===== config.mk =====
export PLATFORM = sky130hd
export DESIGN_NAME = pic_device_flat
export DESIGN_NICKNAME = d
export VERILOG_FILES = /design/src/inc/pic_pkg.sv /design/src/inc/pic_if.sv /design/src/logic/pic_device.sv /design/src/flat_wrapper.sv
export SDC_FILE = /design/constraint.sdc
export NUM_CORES = 1
export LEC_CHECK = 0
export ABC_AREA = 1
export BUFFER_PORTS_ARGS = -buffer_cell sky130_fd_sc_hd__buf_4
export CELL_PAD_IN_SITES_DETAIL_PLACEMENT = 0
export CELL_PAD_IN_SITES_GLOBAL_PLACEMENT = 1
export CORE_MARGIN = 4
export CORE_UTILIZATION = 37
export DETAILED_ROUTE_END_ITERATION = 8
export PLACE_DENSITY_LB_ADDON = 0.05
export REMOVE_ABC_BUFFERS = 1
export SLEW_MARGIN = 10
export SYNTH_ARGS = -nofsm -noshare
export SYNTH_HDL_FRONTEND = slang
export SYNTH_SLANG_ARGS = --single-unit
export TNS_END_PERCENT = 10

===== constraint.sdc =====
create_clock -name clock -period 4.4 [get_ports clock]
set_input_delay 0.44 -clock clock [delete_from_list [all_inputs] [get_ports clock]]
set_output_delay 0.44 -clock clock [all_outputs]
set_load 0.01 [all_outputs]

===== src/inc/pic_pkg.sv =====
// Shared constants for the interrupt controller command and trigger block
package pic_pkg;

	// ----------------------------------------------------------------
	// I/O port map of the device
	// ----------------------------------------------------------------
	localparam logic [11:0] BASE_PORT    = 12'h020;
	localparam logic [11:0] MASK_PORT    = 12'h021;
	localparam logic [11:0] TRIGGER_PORT = 12'h4d0;

	// ----------------------------------------------------------------
	// Command byte fields on the base port
	// ----------------------------------------------------------------
	localparam int          CMD_CODE_HI  = 7;
	localparam int          CMD_CODE_LO  = 5;
	localparam int          SEL_HI       = 4;
	localparam int          SEL_LO       = 3;
	localparam int          INIT_BIT     = 4;
	localparam int          SMM_BIT      = 6;
	localparam int          SPECIAL_MASK_ENABLE_BIT     = 5;
	localparam int          POLL_BIT     = 2;
	localparam int          RDSEL_EN_BIT = 1;
	localparam int          RDSEL_BIT    = 0;
	localparam logic [1:0]  SEL_OP_COMMAND_WORD_TWO     = 2'h0;
	localparam logic [1:0]  SEL_OP_COMMAND_WORD_THREE     = 2'h1;

	// Rotate / end-of-interrupt codes in bits 7:5
	localparam logic [2:0]  CODE_ROT_AUTO_END_OF_INTERRUPT_CLR = 3'h0;
	localparam logic [2:0]  CODE_NS_EOI       = 3'h1;
	localparam logic [2:0]  CODE_SP_EOI       = 3'h3;
	localparam logic [2:0]  CODE_ROT_AUTO_END_OF_INTERRUPT_SET = 3'h4;
	localparam logic [2:0]  CODE_ROT_NS_EOI   = 3'h5;
	localparam logic [2:0]  CODE_SET_PRIO     = 3'h6;
	localparam logic [2:0]  CODE_ROT_SP_EOI   = 3'h7;

	// ----------------------------------------------------------------
	// Reset values and masks
	// ----------------------------------------------------------------
	localparam logic [7:0]  TRIGGER_RST   = 8'h00;
	localparam logic [7:0]  TRIGGER_WMASK = 8'hf8;
	localparam logic [2:0]  LOWEST_RST    = 3'h7;
	localparam int          POLL_VALID_BIT = 7;

	typedef enum logic {
		SHOW_REQUEST    = 1'b0,
		SHOW_IN_SERVICE = 1'b1
	} status_sel_t;

	// ----------------------------------------------------------------
	// Host controller register map (word index on the host register port)
	// ----------------------------------------------------------------
	localparam logic [2:0]  HREG_ADDR   = 3'h0;
	localparam logic [2:0]  HREG_WRITE  = 3'h1;
	localparam logic [2:0]  HREG_READ   = 3'h2;
	localparam logic [2:0]  HREG_RESULT = 3'h3;
	localparam logic [2:0]  HREG_STATUS = 3'h4;
	localparam logic [2:0]  HREG_MASK   = 3'h5;
	localparam int          EV_READ_DONE = 0;
	localparam int          EV_INTR_RISE = 1;
	localparam int          LIVE_INTR    = 2;
	localparam logic [1:0]  HSTATUS_RST  = 2'h0;
	localparam logic [1:0]  HMASK_RST    = 2'h0;

endpackage


===== src/inc/pic_if.sv =====
// I/O bus between processor side and the interrupt controller
`timescale 1ns/1ps
`default_nettype none

interface pic_if;
	logic [11:0] io_addr;   // I/O port address
	logic [7:0]  io_wdata;  // write byte
	logic        io_wr;     // write strobe, one cycle
	logic        io_rd;     // read strobe, one cycle
	logic [7:0]  io_rdata;  // read byte, cycle after io_rd
	logic        intr;      // interrupt request to processor

	modport dev (
		input  io_addr,
		input  io_wdata,
		input  io_wr,
		input  io_rd,
		output io_rdata,
		output intr
	);

	modport host (
		output io_addr,
		output io_wdata,
		output io_wr,
		output io_rd,
		input  io_rdata,
		input  intr
	);
endinterface

`default_nettype wire


===== src/logic/pic_device.sv =====
// Master interrupt controller: command words, priority and trigger modes
`timescale 1ns/1ps
`default_nettype none

module pic_device (
	input  wire logic       clock,      // system clock
	input  wire logic       srst,       // processor hard reset
	input  wire logic       ce,         // clock enable
	pic_if.dev              bus,        // processor I/O side
	input  wire logic [7:0] irq_in,     // peripheral request lines
	input  wire logic [7:0] line_mask,  // mask register, 1 masks
	input  wire logic       auto_end_of_interrupt_mode,  // auto end of interrupt option
	input  wire logic       inta,       // acknowledge pulse
	output logic            ack_valid,  // acknowledge found a request
	output logic [2:0]      ack_level   // level acknowledged
);

	// ----------------------------------------------------------------
	// Priority helpers
	// ----------------------------------------------------------------
	function automatic logic [2:0] rank(input logic [2:0] line, input logic [2:0] low);
		return 3'(line - low - 3'h1);
	endfunction

	function automatic logic [3:0] top(input logic [7:0] v, input logic [2:0] low);
		logic [2:0] idx;
		logic [3:0] res;
		res = 4'h0;
		for (int k = 7; k >= 0; k--) begin
			idx = 3'(low + 3'(k) + 3'h1);
			if (v[idx]) begin
				res = {1'b1, idx};
			end
		end
		return res;
	endfunction

	logic [7:0]  irr_q;
	logic [7:0]  isr_q;
	logic [7:0]  prev_q;
	logic [7:0]  trig_q;
	logic [2:0]  low_q;
	logic        rot_auto_end_of_interrupt_q;
	logic        smm_q;
	logic        poll_q;
	pic_pkg::status_sel_t sel_q;
	logic [7:0]  rdata_q;
	logic        intr_q;

	logic        wr_base, init_wr, op_command_word_two_wr, op_command_word_three_wr, rd_base, rd_ctl, poll_rd, ack_now, ack_go;
	logic [2:0]  code, lvl;
	logic [7:0]  level_sense, cand;
	logic [3:0]  p_top, s_top;
	logic        int_ok;
	logic [7:0]  eoi_clr, isr_set;
	logic        eoi_do;
	logic [2:0]  eoi_line;

	// ----------------------------------------------------------------
	// Port decode
	// ----------------------------------------------------------------
	assign wr_base = bus.io_wr && bus.io_addr == pic_pkg::BASE_PORT;
	assign init_wr = wr_base && bus.io_wdata[pic_pkg::INIT_BIT];
	assign op_command_word_two_wr = wr_base && bus.io_wdata[pic_pkg::SEL_HI:pic_pkg::SEL_LO] == pic_pkg::SEL_OP_COMMAND_WORD_TWO;
	assign op_command_word_three_wr = wr_base && bus.io_wdata[pic_pkg::SEL_HI:pic_pkg::SEL_LO] == pic_pkg::SEL_OP_COMMAND_WORD_THREE;
	assign rd_base = bus.io_rd && bus.io_addr == pic_pkg::BASE_PORT;
	assign rd_ctl  = rd_base || (bus.io_rd && bus.io_addr == pic_pkg::MASK_PORT);
	// read after poll is an acknowledge
	assign poll_rd = rd_ctl && poll_q;
	assign code    = bus.io_wdata[pic_pkg::CMD_CODE_HI:pic_pkg::CMD_CODE_LO];
	assign lvl     = bus.io_wdata[2:0];

	// ----------------------------------------------------------------
	// Priority resolution
	// ----------------------------------------------------------------
	// lines 0 to 2 forced to edge
	assign level_sense = trig_q & pic_pkg::TRIGGER_WMASK;
	// in special mask mode in-service bits only block their own line
	assign cand   = smm_q ? (irr_q & ~line_mask & ~isr_q) : (irr_q & ~line_mask);
	assign p_top  = top(cand, low_q);
	assign s_top  = top(isr_q, low_q);
	assign int_ok = p_top[3] && (smm_q || !s_top[3] || rank(p_top[2:0], low_q) < rank(s_top[2:0], low_q));
	assign ack_now = poll_rd || inta;
	assign ack_go  = ack_now && int_ok;

	// End-of-interrupt target
	always_comb begin
		eoi_do   = 1'b0;
		eoi_line = s_top[2:0];
		if (op_command_word_two_wr) begin
			unique case (code)
				pic_pkg::CODE_NS_EOI, pic_pkg::CODE_ROT_NS_EOI: begin
					eoi_do = s_top[3];
				end
				// level field only with specific flag
				pic_pkg::CODE_SP_EOI, pic_pkg::CODE_ROT_SP_EOI: begin
					eoi_do   = 1'b1;
					eoi_line = lvl;
				end
				default: begin
					eoi_do = 1'b0;
				end
			endcase
		end
	end

	assign eoi_clr = eoi_do ? (8'h01 << eoi_line) : 8'h00;
	assign isr_set = (ack_go && !auto_end_of_interrupt_mode) ? (8'h01 << p_top[2:0]) : 8'h00;

	// ----------------------------------------------------------------
	// Request latch
	// ----------------------------------------------------------------
	always_ff @(posedge clock) begin
		if (srst) begin
			prev_q <= 8'h00;
		end else if (ce) begin
			prev_q <= irq_in;
		end
	end

	always_ff @(posedge clock) begin
		if (srst || (ce && init_wr)) begin
			irr_q <= 8'h00;
		end else if (ce) begin
			for (int i = 0; i < 8; i++) begin
				if (level_sense[i]) begin
					irr_q[i] <= irq_in[i];
				end else if (irq_in[i] && !prev_q[i]) begin
					irr_q[i] <= 1'b1;
				end else if (ack_go && p_top[2:0] == 3'(i)) begin
					irr_q[i] <= 1'b0;
				end
			end
		end
	end

	// ----------------------------------------------------------------
	// In-service register and rotation
	// ----------------------------------------------------------------
	always_ff @(posedge clock) begin
		if (srst || (ce && init_wr)) begin
			isr_q <= 8'h00;
		end else if (ce) begin
			// Set wins when acknowledge meets a clear
			isr_q <= (isr_q & ~eoi_clr) | isr_set;
		end
	end

	always_ff @(posedge clock) begin
		if (srst || (ce && init_wr)) begin
			low_q      <= pic_pkg::LOWEST_RST;
			rot_auto_end_of_interrupt_q <= 1'b0;
		end else if (ce) begin
			if (op_command_word_two_wr) begin
				unique case (code)
					pic_pkg::CODE_ROT_AUTO_END_OF_INTERRUPT_SET: rot_auto_end_of_interrupt_q <= 1'b1;
					pic_pkg::CODE_ROT_AUTO_END_OF_INTERRUPT_CLR: rot_auto_end_of_interrupt_q <= 1'b0;
					pic_pkg::CODE_ROT_NS_EOI: begin
						if (s_top[3]) begin
							low_q <= s_top[2:0];
						end
					end
					pic_pkg::CODE_ROT_SP_EOI, pic_pkg::CODE_SET_PRIO: low_q <= lvl;
					default: begin
					end
				endcase
			end else if (ack_go && auto_end_of_interrupt_mode && rot_auto_end_of_interrupt_q) begin
				// rotate in auto mode on acknowledge
				low_q <= p_top[2:0];
			end
		end
	end

	// ----------------------------------------------------------------
	// Command word three state
	// ----------------------------------------------------------------
	always_ff @(posedge clock) begin
		if (srst || (ce && init_wr)) begin
			smm_q <= 1'b0;
			poll_q <= 1'b0;
			sel_q <= pic_pkg::SHOW_REQUEST;
		end else if (ce) begin
			if (op_command_word_three_wr) begin
				if (bus.io_wdata[pic_pkg::SPECIAL_MASK_ENABLE_BIT]) begin
					smm_q <= bus.io_wdata[pic_pkg::SMM_BIT];
				end
				poll_q <= bus.io_wdata[pic_pkg::POLL_BIT];
				if (bus.io_wdata[pic_pkg::RDSEL_EN_BIT]) begin
					sel_q <= pic_pkg::status_sel_t'(bus.io_wdata[pic_pkg::RDSEL_BIT]);
				end
			end else if (rd_ctl) begin
				poll_q <= 1'b0;
			end
		end
	end

	// ----------------------------------------------------------------
	// Trigger register
	// ----------------------------------------------------------------
	always_ff @(posedge clock) begin
		if (srst) begin
			trig_q <= pic_pkg::TRIGGER_RST;
		end else if (ce && bus.io_wr && bus.io_addr == pic_pkg::TRIGGER_PORT) begin
			trig_q <= bus.io_wdata & pic_pkg::TRIGGER_WMASK;
		end
	end

	// ----------------------------------------------------------------
	// Read data and outputs
	// ----------------------------------------------------------------
	always_ff @(posedge clock) begin
		if (srst) begin
			rdata_q <= 8'h00;
		end else if (ce) begin
			rdata_q <= 8'h00;
			if (poll_rd) begin
				// poll word instead of a register
				rdata_q <= int_ok ? {1'b1, 4'h0, p_top[2:0]} : 8'h00;
			end else if (rd_base) begin
				rdata_q <= (sel_q == pic_pkg::SHOW_IN_SERVICE) ? isr_q : irr_q;
			end else if (bus.io_rd && bus.io_addr == pic_pkg::MASK_PORT) begin
				rdata_q <= line_mask;
			end else if (bus.io_rd && bus.io_addr == pic_pkg::TRIGGER_PORT) begin
				rdata_q <= trig_q;
			end
		end
	end

	always_ff @(posedge clock) begin
		if (srst) begin
			intr_q    <= 1'b0;
			ack_valid <= 1'b0;
			ack_level <= 3'h0;
		end else if (ce) begin
			intr_q    <= int_ok;
			ack_valid <= ack_go;
			if (ack_go) begin
				ack_level <= p_top[2:0];
			end
		end
	end

	assign bus.io_rdata = rdata_q;
	assign bus.intr     = intr_q;

endmodule

`default_nettype wire


===== src/flat_wrapper.sv =====
// flat-port wrapper written by rule: the top's interface ports become plain ports
module pic_device_flat 
  (clock, srst, ce, irq_in, line_mask, auto_end_of_interrupt_mode, inta, ack_valid, ack_level, bus_io_addr, bus_io_wdata, bus_io_wr, bus_io_rd, bus_io_rdata, bus_intr);
  pic_if bus_i ();
  input  wire logic clock;
  input  wire logic srst;
  input  wire logic ce;
  input  wire logic [7:0] irq_in;
  input  wire logic [7:0] line_mask;
  input  wire logic auto_end_of_interrupt_mode;
  input  wire logic inta;
  output logic ack_valid;
  output logic [2:0] ack_level;
  input wire logic [$bits(bus_i.io_addr)-1:0] bus_io_addr;
  input wire logic [$bits(bus_i.io_wdata)-1:0] bus_io_wdata;
  input wire logic [$bits(bus_i.io_wr)-1:0] bus_io_wr;
  input wire logic [$bits(bus_i.io_rd)-1:0] bus_io_rd;
  output wire logic [$bits(bus_i.io_rdata)-1:0] bus_io_rdata;
  output wire logic [$bits(bus_i.intr)-1:0] bus_intr;
  assign bus_i.io_addr = bus_io_addr;
  assign bus_i.io_wdata = bus_io_wdata;
  assign bus_i.io_wr = bus_io_wr;
  assign bus_i.io_rd = bus_io_rd;
  assign bus_io_rdata = bus_i.io_rdata;
  assign bus_intr = bus_i.intr;
  pic_device u_core (.clock(clock), .srst(srst), .ce(ce), .bus(bus_i), .irq_in(irq_in), .line_mask(line_mask), .auto_end_of_interrupt_mode(auto_end_of_interrupt_mode), .inta(inta), .ack_valid(ack_valid), .ack_level(ack_level));
endmodule

# Word level (Yosys, flattened, before mapping)
# Cells that the tools add are included.
# Widths: inputs -> output; s select.
classes:
  addsub: 18
  n_lt_le_gt_ge: 9
  n_eq_ne: 19
  n_shift: 2
  n_mux: 89
  n_bitwise: 7
  n_reduce_logical: 78
ops:
  columns: ["op", "n"]
  rows:
  - ["$mux 8", 9]
  - ["$mux 4", 16]
  - ["$bmux 1 s3", 16]
  - ["$mux 1", 40]
  - ["$logic_and 1x1->1", 32]
  - ["$lt 3x4->1 const B", 8]
  - ["$add 3x1->3 const B", 8]
  - ["$and 8x8->8", 3]
  - ["$eq 12x6->1 const B", 2]
  - ["$eq 3x3->1 const B", 8]
  - ["$not 8->8", 3]
  - ["$reduce_and 2->1", 10]
  - ["$shl 1x3->8 const A", 2]
  - ["$mux 3", 5]
  - ["$reduce_bool 3->1", 5]
  - ["$add 3x3->3 const B", 4]
  - ["$eq 12x11->1 const B", 1]
  - ["$reduce_bool 2->1", 6]
  - ["$logic_not 1->1", 10]
  - ["$eq 3x2->1 const B", 3]
  - ["$reduce_and 3->1", 3]
  - ["$or 8x8->8", 1]
  - ["$add 3x2->3 const B", 2]
  - ["$eq 3x1->1 const B", 2]
  - ["12 further kinds", 23]
word_totals:
  reg_bits: 49
  in_bits: 43
  output_inout_bits: 13
  word_cells: 242

# Longest topological paths before layout
# Gate-level depths: netlist of the first run.
depth:
  depth_word: 24
  ltp_mapped: 34
  depth_no_buf: 31

# Worst setup path after synthesis of the first run
# Ideal clock, no wire load.
synth_timing:
  path_type: "register to register"
  from: "register u_core.low_q[1]"
  to: "register u_core.low_q[2]"
  arrival_ns: 4.336
  t_required_ns: 4.279
  path_slack_ns: -0.057
  path_stages_with_launch: 33
  path_buffers: 3
  period_less_slack_ns: 4.457
  path_cell_list: "dfxtp_1 inv_1 buf_2 ha_1 buf_4 nand3_1 and2_1 nand2_1 nand2_1 inv_2 o21ai_1 nand2_1 nand2_1 nand2_1 nand2_1 nand2_1 nand2_2 buf_4 ha_1 fa_1 xor2_1 xor2_1 ha_1 a21oi_1 a21oi_1 nand2_2 nand3_2 nor2_1 nand2_1 a21oi_2 inv_2 a21oi_1 nand2_1"
synth_via:
  elab_chain_len: 22
synth_lines:
  columns: ["item", "line_no", "source"]
  rows:
  - ["start: declaration", "pic_device.sv:42", "logic [2:0] low_q;"]
  - ["start signal: assignment", "pic_device.sv:151", "low_q <= pic_pkg::LOWEST_RST;"]
  - ["start signal: assignment", "pic_device.sv:160", "low_q <= s_top[2:0];"]
  - ["start signal: assignment", "pic_device.sv:163", "pic_pkg::CODE_ROT_SP_EOI, pic_pkg::CODE_SET_PRIO: low_q <= lvl;"]
  - ["$add 3x3->3", "pic_device.sv:30", "idx = 3'(low + 3'(k) + 3'h1);"]
  - ["$add 3x1->3", "pic_device.sv:30", null]
  - ["$bmux 1 s3", "pic_device.sv:31", "if (v[idx]) begin"]
  - ["$mux 1 (implied by the code)", "pic_device.sv:31", null]
  - ["$mux 4 (7 in a row)", "pic_device.sv:31", null]
  - ["$mux 4 (*)", "pic_device.sv:31", null]
  - ["named net u_core.p_top[0]", "pic_device.sv:53", "logic [3:0] p_top, s_top;"]
  - ["$sub 3x3->3 (*)", "pic_device.sv:22", "return 3'(line - low - 3'h1);"]
  - ["$sub 3x1->3 (*)", "pic_device.sv:22", null]
  - ["$lt 3x3->1 (*)", "pic_device.sv:82", "assign int_ok = p_top[3] && (smm_q || !s_top[3] || rank(p_top[2:0], low_q) < rank(s_top[2:0], low_q));"]
  - ["$logic_or 1x1->1 (*)", "pic_device.sv:82", null]
  - ["$logic_and 1x1->1 (*)", "pic_device.sv:82", null]
  - ["$logic_and 1x1->1 (*)", "pic_device.sv:84", "assign ack_go = ack_now && int_ok;"]
  - ["$logic_and 1x1->1 (*) (2 in a row)", "pic_device.sv:167", "end else if (ack_go && auto_end_of_interrupt_mode && rot_auto_end_of_interrupt_q) begin"]
  - ["$reduce_bool 2->1 (no line) (*)", null, null]
  - ["$reduce_and 4->1 (no line) (*)", null, null]
# The timed path passes the listed nets; every way through them passes the cells marked *. The select of a mux whose other input is x is not followed.
# A chain may end at the register's enable or synchronous reset.

# Worst setup path after layout of the first run
layout_timing:
  from: "register u_core.low_q[0]"
  to: "register u_core.irr_q[4]"
layout_via:
  elab_chain_len: 21
layout_lines:
  columns: ["item", "line_no", "source"]
  rows:
  - ["$add 3x3->3", "pic_device.sv:30", null]
  - ["$add 3x1->3", "pic_device.sv:30", null]
  - ["$bmux 1 s3", "pic_device.sv:31", null]
  - ["$mux 1 (implied by the code)", "pic_device.sv:31", null]
  - ["$mux 4 (8 in a row)", "pic_device.sv:31", null]
  - ["$sub 3x3->3", "pic_device.sv:22", null]
  - ["$sub 3x1->3", "pic_device.sv:22", null]
  - ["$lt 3x3->1", "pic_device.sv:82", null]
  - ["$logic_or 1x1->1", "pic_device.sv:82", null]
  - ["$logic_and 1x1->1", "pic_device.sv:82", null]
  - ["$logic_and 1x1->1", "pic_device.sv:84", null]
  - ["$logic_and 1x1->1 (*)", "pic_device.sv:130", "end else if (ack_go && p_top[2:0] == 3'(i)) begin"]
  - ["$reduce_bool 3->1 (no line) (*)", null, null]
  - ["$reduce_and 2->1 (no line) (*)", null, null]
  - ["end signal: indexed assignment", "pic_device.sv:127", "irr_q[i] <= irq_in[i];"]
  - ["end: declaration", "pic_device.sv:38", "logic [7:0] irr_q;"]
# Mark *: on every way between the ends. The rest lies on a longest branch, timed or not. The select of a mux whose other input is x is not followed.

==> metrics.md, run 1 <==
| Metric | Value |
|---|---|
| Status | `completed` |
| Ys flop type | `dfxtp_1` |
| Critical Path Source Type | `flip-flop` |
| Clk sink count | `49` |
| Setup CP Type | `flip-flop to flip-flop` |
| Final hold vios | `0` |
| Grt total ovfl | `0` |
| Pwr per Cell Area | `208 nW/um^2` |
| Clk root buf | `clkbuf_16` |
| ANT cells | `0` |
| Count of endpoints failing setup in the final report | `0` |
| Max-Cap Viols | `0` |
| FMAX | `235 MHz` |
| DIE WIDTH | `114 um` |
| Top-area cell type share of the netlist area | `0.235` |
| Core box area | `10900 um^2` |
| Most common cell in the synthesized netlist | `nand2_1` |
| Post-synth EDFFs | `0` |
| Area delta synth->final | `34.1%` |
| CTS max path bufs | `2` |
| Final worst path period need | `4.25 ns` |
| Final hold slack | `0.371 ns` |
| Slew Viols, Final | `0` |
| Critical path's largest stage delay | `0.36 ns` |
| Ys async rst share | `0` |
| Tot GR Track Use | `0.225` |
| Worst skew pair latency | `0.29 ns` |
| Post-Syn Area | `4180 um^2` |
| Gpl congestion | `0.953` |
| Routed WL | `15.1 mm` |
| CTS Hold Bufs | `0` |
| Via count | `4943` |
| CTS buffer count | `5` |
| Synth Warn # | `0` |
| Crit Path Max Fanout | `8` |
| Top post-synthesis cells by count | `nand2_1 (186), inv_1 (73), a21oi_1 (65)` |
| WP data required | `4.64 ns` |
| Slew margin rel. | `0.425` |
| Sequential area share after synthesis | `0.235` |
| Vias in the first global route | `4568` |
| Num rows | `38` |
| Die area | `13100 um^2` |
| Worst Max-Slew Pin Slew | `0.862 ns` |
| Worst IR drop on VDD | `0.155 mV` |
| DRT antenna net count | `0` |
| Yosys cell types | `52` |
| Finished Layout Cells | `920` |
| First-pass GRT wire length | `23.3 mm` |
| Flop and latch count out of synthesis | `49` |
| DR iter-0 viols | `382` |
| Port Buffer Count | `55` |
| Final nets | `831` |
| RSZ-0062 raised after global routing | `yes` |
| Tightest Hold Check Type | `input port to flip-flop` |
| Ratio of cells with drive above 1 in the final layout | `0.282` |
| Fill count | `1131` |
| CTS tree | `yes` |
| Slowest cell on crit path | `dfxtp_4` |
| Drt drc | `0` |
| Mapped Avg Cell Area | `6.12 um^2` |
| Cell accounting for the most synthesized area | `dfxtp_1` |
| Drt pass-1 iters | `7` |
| Crit share post-route | `0.966` |
| Clock transition at path regs | `0.07 ns` |
| Htree depth | `2` |
| Initial antenna violation count | `0` |
| Die height | `114 um` |
| Largest net degree at the start of global routing | `25` |
| Top cells by area, synth | `dfxtp_1 (23%), nand2_1 (17%), a21oi_1 (7.8%)` |
| Placed cell count | `894` |
| Via density | `5.37` |
| Endpoint class of the critical path | `flip-flop` |
| Wire length per cell | `16.4 um` |
| Post-route cell area | `5610 um^2` |
| CP arrival | `4.49 ns` |
| Post-detail-place hpwl | `11.8 mm` |
| Fin Clk Skew | `0.00864 ns` |
| Static Leak | `2.54 nW` |
| Total Power | `1.17 mW` |
| I/O Pins | `56` |
| Starting Density | `0.382` |
| Syn Inst Count | `683` |
| Placed cell area | `4950 um^2` |
==> what timing repair did <==
action | 4_1_cts | 5_1_grt
gates resized for setup | 13 | 79
cloned | 0 | 3
setup buffers | 5 | 10
pin swaps | 13 | 37
endpoints found under the hold margin | 0 | 0
setup endpoints to repair | 17 | 26
==> worst max-delay path, delay by kind of cell (launching register included) <==
kind | cells | cell delay [ns]
buffers and inverters | 4 | 0.48
AND/OR/NAND/NOR | 15 | 1.62
XOR/XNOR | 3 | 0.55
adder cells (fa/ha/maj) | 4 | 0.98
flip-flops | 1 | 0.36
AO/OA/AOI/OAI | 2 | 0.23
==> registers in the layout, summed over array words and instances (netlist names), 3 cells and up <==
register / cells
u_core.bus.io_rdata: 8
u_core.low_q: 3
u_core.trig_q: 5
u_core.isr_q: 8
u_core.prev_q: 8
u_core.ack_level: 3
u_core.irr_q: 8
==> per-stage QoR <==
step	setup slack [ns]	utilization	setup TNS [ns]
after floorplan	-0.595	-	-13.39
after global placement	-0.181	0.452	-0.885
after detailed placement	-0.174	0.452	-1.30
after CTS	0.0240	0.475	0
after global routing	-0.0625	0.513	-0.473
final	0.150	0.513	0
==> where the power goes <==
| part | switching, mW | leakage, nW | internal [mW] | total, mW |
|---|---|---|---|---|
| logic | 0.186 | 2.07 | 0.112 | 0.298 |
| clock network | 0.181 | 0.0704 | 0.214 | 0.395 |
| registers | 0.0139 | 0.399 | 0.460 | 0.474 |
| total | 0.381 | 2.54 | 0.787 | 1.17 |
==> logic make-up (layout without fill, tap and decap cells) <==
logic type | after synthesis | after routing | share of synthesized area
adder cells (fa/ha/maj) | 9 | 9 | 0.0305
AO/OA/AOI/OAI | 148 | 148 | 0.200
multiplexers | 2 | 2 | 0.00539
XOR/XNOR | 8 | 8 | 0.0257
flip-flops | 49 | 49 | 0.235
buffers and inverters | 108 | 205 | 0.112
AND/OR/NAND/NOR | 359 | 359 | 0.392
==> final cells by class <==
type	count	area, um^2	area share
inverters	87	334	0.0596
clock buffers	5	125	0.0223
multi-input cells	526	3000	0.535
well taps	140	175	0.0312
repair buffers	110	958	0.171
flip-flops and latches	49	988	0.176
clock inverters	3	25.0	0.00446
==> final timing paths <==
| path | from | to | slack (ns) | cells after the start |
|---|---|---|---|---|
| worst min register to register | u_core.prev_q[2] | u_core.prev_q[2] | 0.46 | 2 |
| worst min-delay path | srst | u_core.bus.io_rdata[5] | 0.37 | 2 |
| worst max register to register | u_core.low_q[0] | u_core.irr_q[4] | 0.15 | 28 |
| worst max-delay path | u_core.low_q[0] | u_core.irr_q[4] | 0.15 | 28 |
==> layout by cell type (no fill, tap or decap), types with 4 or more instances in the layout <==
master / synthesis / final
nand2_1: 186 / 169
buf_4: 2 / 96
inv_1: 73 / 68
a21oi_1: 65 / 58
nand3_1: 63 / 57
dfxtp_1: 49 / 45
nor2_1: 42 / 39
o21ai_0: 44 / 39
nand4_1: 31 / 31
nand2_2: 9 / 24
inv_2: 9 / 14
o21ai_2: 2 / 9
o211ai_1: 9 / 9
nor3_1: 8 / 8
a21oi_2: 1 / 7
clkbuf_16: 0 / 7
o21ai_1: 8 / 6
buf_6: 6 / 6
buf_12: 0 / 6
o221ai_1: 5 / 5
nand3_2: 2 / 4
nand3_4: 0 / 4
==> layer usage <==
layer,vias up,part of all wire,global-route usage,wire [um]
met5,-,0,0,0
met4,0,0.018,0.0697,274
met3,23,0.049,0.0280,734
met2,155,0.50,0.390,7570
met1,2287,0.43,0.291,6530
li1,2478,-,-,-
(Power assumes the default switching activity.)
==> run 2, diff against run 1 <==
Settings changed: PLACE_DENSITY set to 0.88, PLACE_DENSITY_LB_ADDON 0.05 to not set.
==> run 2 against run 1 <==
- hold slack better by 0.0045 ns
- first-iteration DRC count increased by 37%
- routed wire length is 3.3% lower
- die area unchanged
- via count decreased by 0.38%
- clock power grew 13%
- final area decreased by 7.0%
- combinational power shrank 5%
- core utilization is 3.6 points lower
- count of clock-buffer cells in the layout grew 1
- critical path type unchanged
- critical endpoint is now u_core.low_q[2]
- largest cell class unchanged
- largest power group unchanged
==> metrics.md, run 2 (synthesis gave the netlist of run 1 again) <==
| Metric | Value |
|---|---|
| Status | `completed` |
| Routed WL | `14.6 mm` |
| Fill count | `1169` |
| Htree depth | `2` |
| Core box area | `10900 um^2` |
| Tot GR Track Use | `0.226` |
| Total Power | `1.21 mW` |
| Final worst path period need | `4.25 ns` |
| Internal | `0.837 mW` |
| Starting Density | `0.382` |
| CTS tree | `yes` |
| Slew margin rel. | `0.432` |
| Post-detail-place hpwl | `11.4 mm` |
| Tightest Hold Check Type | `input port to flip-flop` |
| Die area | `13100 um^2` |
| Die height | `114 um` |
| Drt pass-1 iters | `5` |
| First-pass GRT wire length | `23.9 mm` |
| Slowest cell on crit path | `dfxtp_4` |
| Via density | `5.50` |
| Area delta synth->final | `24.7%` |
| Crit path max-delay family | `adder cells` |
| Max-Cap Viols | `0` |
| Final nets | `807` |
| Endpoint class of the critical path | `flip-flop` |
| DR iter-0 viols | `525` |
| Pwr per Cell Area | `231 nW/um^2` |
| P_sw | `0.370 mW` |
| Static Leak | `2.40 nW` |
| ANT cells | `0` |
| Worst skew pair latency | `0.29 ns` |
| Final hold vios | `0` |
| Hold_sp | `irq_in[4]` |
| Commonest non-fill, non-tap cell in the layout | `nand2_1` |
| Critical Path Source Type | `flip-flop` |
| Slew Viols, Final | `0` |
| Drt drc | `0` |
| Largest net degree at the start of global routing | `26` |
| Crit Path Max Fanout | `6` |
| WP data required | `4.59 ns` |
| Fin Clk Skew | `0.00545 ns` |
| Clk root buf | `clkbuf_16` |
| CP bufs+invs | `5` |
| Critical path's largest stage delay | `0.38 ns` |
| Most frequent cells in the layout | `nand2_1 (180), buf_4 (80), inv_1 (69)` |
| R2r startpoint | `u_core.low_q[0]` |
| Grt total ovfl | `0` |
| Origin of the worst setup path | `u_core.low_q[0]` |
| I/O Pins | `56` |
| Clock power frac | `0.371` |
| Via count | `4924` |
| Count of endpoints failing setup in the final report | `0` |
| Reg power frac | `0.393` |
| CTS Hold Bufs | `0` |
| DRT antenna net count | `0` |
| Sw Share | `0.306` |
| Worst IR drop on VDD | `0.200 mV` |
| DIE WIDTH | `114 um` |
| Vias in the first global route | `4758` |
| Combinational share of power | `0.236` |
| Clk sink count | `49` |
| Crit share post-route | `0.965` |
| Setup TNS | `0 ns` |
| Ratio of cells with drive above 1 in the final layout | `0.222` |
| Initial antenna violation count | `0` |
| Gpl congestion | `1.06` |
| Wire length per cell | `16.3 um` |
| Num rows | `38` |
| Setup CP Type | `flip-flop to flip-flop` |
| Port Buffer Count | `55` |
| Clock transition at path regs | `0.07 ns` |
| Most used cell, CP | `nand2_1` |
| CTS max path bufs | `2` |
| Worst Max-Slew Pin Slew | `0.851 ns` |
| CP arrival | `4.43 ns` |
| CTS buffer count | `5` |
| FMAX | `235 MHz` |
run 2: what timing repair did:
item | 4_1_cts | 5_1_grt
setup buffers | 2 | 7
gates cloned | 0 | 1
pin swaps | 1 | 23
gates resized for setup | 1 | 43
setup endpoints to repair | 9 | 27
run 2: final cells by class:
| class | instances | area, um^2 | area share |
|---|---|---|---|
| clock buffer | 6 | 129 | 0.0247 |
| clock inverter | 2 | 38.8 | 0.00744 |
| inverter | 87 | 332 | 0.0636 |
| multi-input combinational | 526 | 2860 | 0.548 |
| sequential | 49 | 987 | 0.189 |
| tap | 140 | 175 | 0.0336 |
| timing repair buffer | 86 | 694 | 0.133 |
run 2: final timing paths:
kind / end / slack (ns) / cells after the start
worst min register to register: u_core.prev_q[0] / 0.46 / 2
worst max register to register: u_core.low_q[2] / 0.15 / 29
worst max-delay path: u_core.low_q[2] / 0.15 / 29
worst min-delay path: u_core.prev_q[4] / 0.38 / 3
run 2: per-layer routing:
layer	routed length (um)	share of wire	up-vias	global-route usage
met2	6850	0.47	190	0.378
met1	6290	0.43	2259	0.297
li1	-	-	2443	-
met4	449	0.031	0	0.0879
met5	0	0	-	0
met3	1010	0.069	32	0.0275
run 2: power groups by stage:
stage	registers, mW	logic (mW)	clock network, mW
detailed placement	0.484	0.267	0
global route	0.476	0.314	0.469
floorplan	0.482	0.151	0
finish	0.474	0.284	0.448
global placement	0.484	0.264	0
CTS	0.474	0.271	0.449
run 2: worst register-to-register path, delay by kind of cell, from the launching register on:
kind                     cells  cell delay [ns]
flip-flops                   1             0.38
AND/OR/NAND/NOR             12             0.99
AO/OA/AOI/OAI                5             0.65
buffers and inverters        5             0.45
adder cells (fa/ha/maj)      4             1.02
XOR/XNOR                     3             0.63
run 2: through the flow:
step                 util  instance area [um^2]  hold slack (ns)  setup slack [ns]  instances
floorplan               -                  4040            0.430            -0.595        662
global placement    0.439                  4800            0.446             0.104        878
detailed placement  0.439                  4800            0.451          -0.00885        878
CTS                 0.456                  4990            0.377          -0.00951        888
global route        0.477                  5210            0.403           -0.0986        896
finish              0.477                  5210            0.375             0.153        896
==> run 3, diff against run 2 <==
Settings changed: PLACE_DENSITY 0.88 to not set, PLACE_DENSITY_LB_ADDON set to 0.15.
==> run 3 against run 2 <==
- first-iteration DRC count shrank 9.9%
- largest cell class unchanged
- hold slack improved by 0.0017 ns
- count of clock-buffer cells in the layout fell by 1
- core utilization is 0.31 points higher
- sequential share of layout area is 0.12 points lower
- power fell by 4.0%
- setup slack improved by 0.057 ns
- cell count rose by 0.33%
- routed wire length is 4.3% higher
- critical path depth shrank 1
==> metrics.md, run 3 (synthesis gave the netlist of run 1 again) <==
| Metric | Value |
|---|---|
| DRT antenna net count | `0` |
| Final nets | `810` |
| Drt pass-1 iters | `6` |
| Routed WL | `15.2 mm` |
| Core box area | `10900 um^2` |
| Reg2Reg Setup Slack | `0.21 ns` |
| Critical path's largest stage delay | `0.37 ns` |
| Final worst path period need | `4.19 ns` |
| WP data required | `4.57 ns` |
| GR Util met1 | `0.294` |
| Slew Viols, Final | `0` |
| Port Buffer Count | `55` |
| Die area | `13100 um^2` |
| Die height | `114 um` |
| Top Usage Layer GRT | `met2` |
| CTS max path bufs | `2` |
| Endpoint class of the critical path | `flip-flop` |
| Gpl congestion | `0.987` |
| Reg-to-Reg End | `u_core.low_q[0]` |
| Grt total ovfl | `0` |
| ANT cells | `0` |
| Static Leak | `2.40 nW` |
| DR iter-0 viols | `473` |
| I/O Pins | `56` |
| CP arrival | `4.36 ns` |
| R2r startpoint | `u_core.low_q[0]` |
| Starting Density | `0.382` |
| Via count | `4949` |
| Worst Max-Slew Pin Slew | `0.856 ns` |
| Total Power | `1.16 mW` |
| Crit share post-route | `0.952` |
| CTS Hold Bufs | `0` |
| Tot GR Track Use | `0.231` |
| Origin of the worst setup path | `u_core.low_q[0]` |
| Count of endpoints failing setup in the final report | `0` |
| Crit Path Max Fanout | `7` |
| Clock transition at path regs | `0.08 ns` |
| Worst Setup EP | `u_core.low_q[0]` |
| Met3 usage in global routing | `0.0275` |
| Setup CP Type | `flip-flop to flip-flop` |
| First-pass GRT wire length | `24.0 mm` |
| Ratio of cells with drive above 1 in the final layout | `0.224` |
| Worst skew pair latency | `0.29 ns` |
| Area delta synth->final | `25.5%` |
| Via density | `5.51` |
| Tightest Hold Check Type | `input port to flip-flop` |
| Most frequent cells in the layout | `nand2_1 (180), buf_4 (83), inv_1 (71)` |
| Final hold slack | `0.377 ns` |
| Initial antenna violation count | `0` |
| Met2 GRT Util | `0.409` |
| FMAX | `239 MHz` |
| Post-detail-place hpwl | `11.9 mm` |
| Status | `completed` |
| Num rows | `38` |
| R2r worst-path depth | `28` |
| Slew margin rel. | `0.429` |
| Slowest cell on crit path | `dfxtp_4` |
| Htree depth | `2` |
| Wire length per cell | `16.9 um` |
| Register area | `987 um^2` |
| DIE WIDTH | `114 um` |
| Worst IR drop on VDD | `0.145 mV` |
| RSZ-0062 raised after global routing | `yes` |
| Vias in the first global route | `4680` |
| Final hold vios | `0` |
| Drt drc | `0` |
| Clk root buf | `clkbuf_16` |
| CTS buffer count | `5` |
| Multi-input logic area | `2880 um^2` |
| Most used cell, CP | `nand2_1` |
| Largest net degree at the start of global routing | `25` |
| CTS tree | `yes` |
| Commonest non-fill, non-tap cell in the layout | `nand2_1` |
| Max-Cap Viols | `0` |
| Pwr per Cell Area | `221 nW/um^2` |
| Critical Path Source Type | `flip-flop` |
| Fin Clk Skew | `0.0102 ns` |
| Clk sink count | `49` |
| Fill count | `1165` |
## run 3: routing by layer
metal	wire, um	vias to the layer above
li1	-	2445
met1	6520	2287
met2	7480	181
met3	810	36
met4	427	0
met5	0	-
## run 3: area by class of cell
cell class / instances / share of cell area
Inverter: 87 / 0.0639
Clock buffer: 5 / 0.0238
Clock inverter: 3 / 0.00429
Sequential cell: 49 / 0.188
Multi-Input combinational cell: 526 / 0.549
Tap cell: 140 / 0.0334
Timing Repair Buffer: 89 / 0.138
## run 3: stage by stage
| step | std cells | setup WS (ns) | util | TNS, ns | area, um^2 |
|---|---|---|---|---|---|
| finish | 899 | 0.210 | 0.480 | 0 | 5250 |
| global route | 899 | -0.0745 | 0.480 | -0.134 | 5250 |
| CTS | 889 | 0.0113 | 0.456 | 0 | 4990 |
| detailed placement | 880 | -0.000147 | 0.441 | -0.000147 | 4820 |
| global placement | 880 | -0.000869 | 0.441 | -0.000869 | 4820 |
| floorplan | 662 | -0.595 | - | -13.39 | 4040 |
## run 3: how the worst min path moves through the flow
| stage | to | startpoint | slack [ns] | cells after the start |
|---|---|---|---|---|
| 3_5_place_dp | u_core.prev_q[0] | u_core.prev_q[0] | 0.46 | 2 |
| 2_1_floorplan | u_core.prev_q[0] | u_core.prev_q[0] | 0.43 | 2 |
| 5_1_grt | u_core.bus.io_rdata[5] | srst | 0.39 | 2 |
| 3_3_place_gp | u_core.prev_q[0] | u_core.prev_q[0] | 0.44 | 2 |
| 4_1_cts | u_core.prev_q[4] | irq_in[4] | 0.37 | 3 |
| 6_report | u_core.prev_q[4] | irq_in[4] | 0.38 | 3 |
## run 3: worst max-delay path: cells and delay by family (launching register included)
kind	cells	cell delay, ns
flops	1	0.37
buf+inv	4	0.40
compound gates	4	0.51
fa+ha+maj	4	0.96
simple gates	13	1.32
xor+xnor	3	0.49
## run 3: repair_timing
| action | 4_1_cts | 5_1_grt |
|---|---|---|
| pin swaps | 1 | 18 |
| buffers inserted | 1 | 9 |
| gates cloned | 0 | 1 |
| resized for setup | 1 | 43 |
| setup endpoints to repair | 8 | 27 |
## run 3: power by group
part / internal (mW) / switching, mW
registers: 0.460 / 0.0145
clock network: 0.212 / 0.180
logic: 0.108 / 0.183
total: 0.781 / 0.378
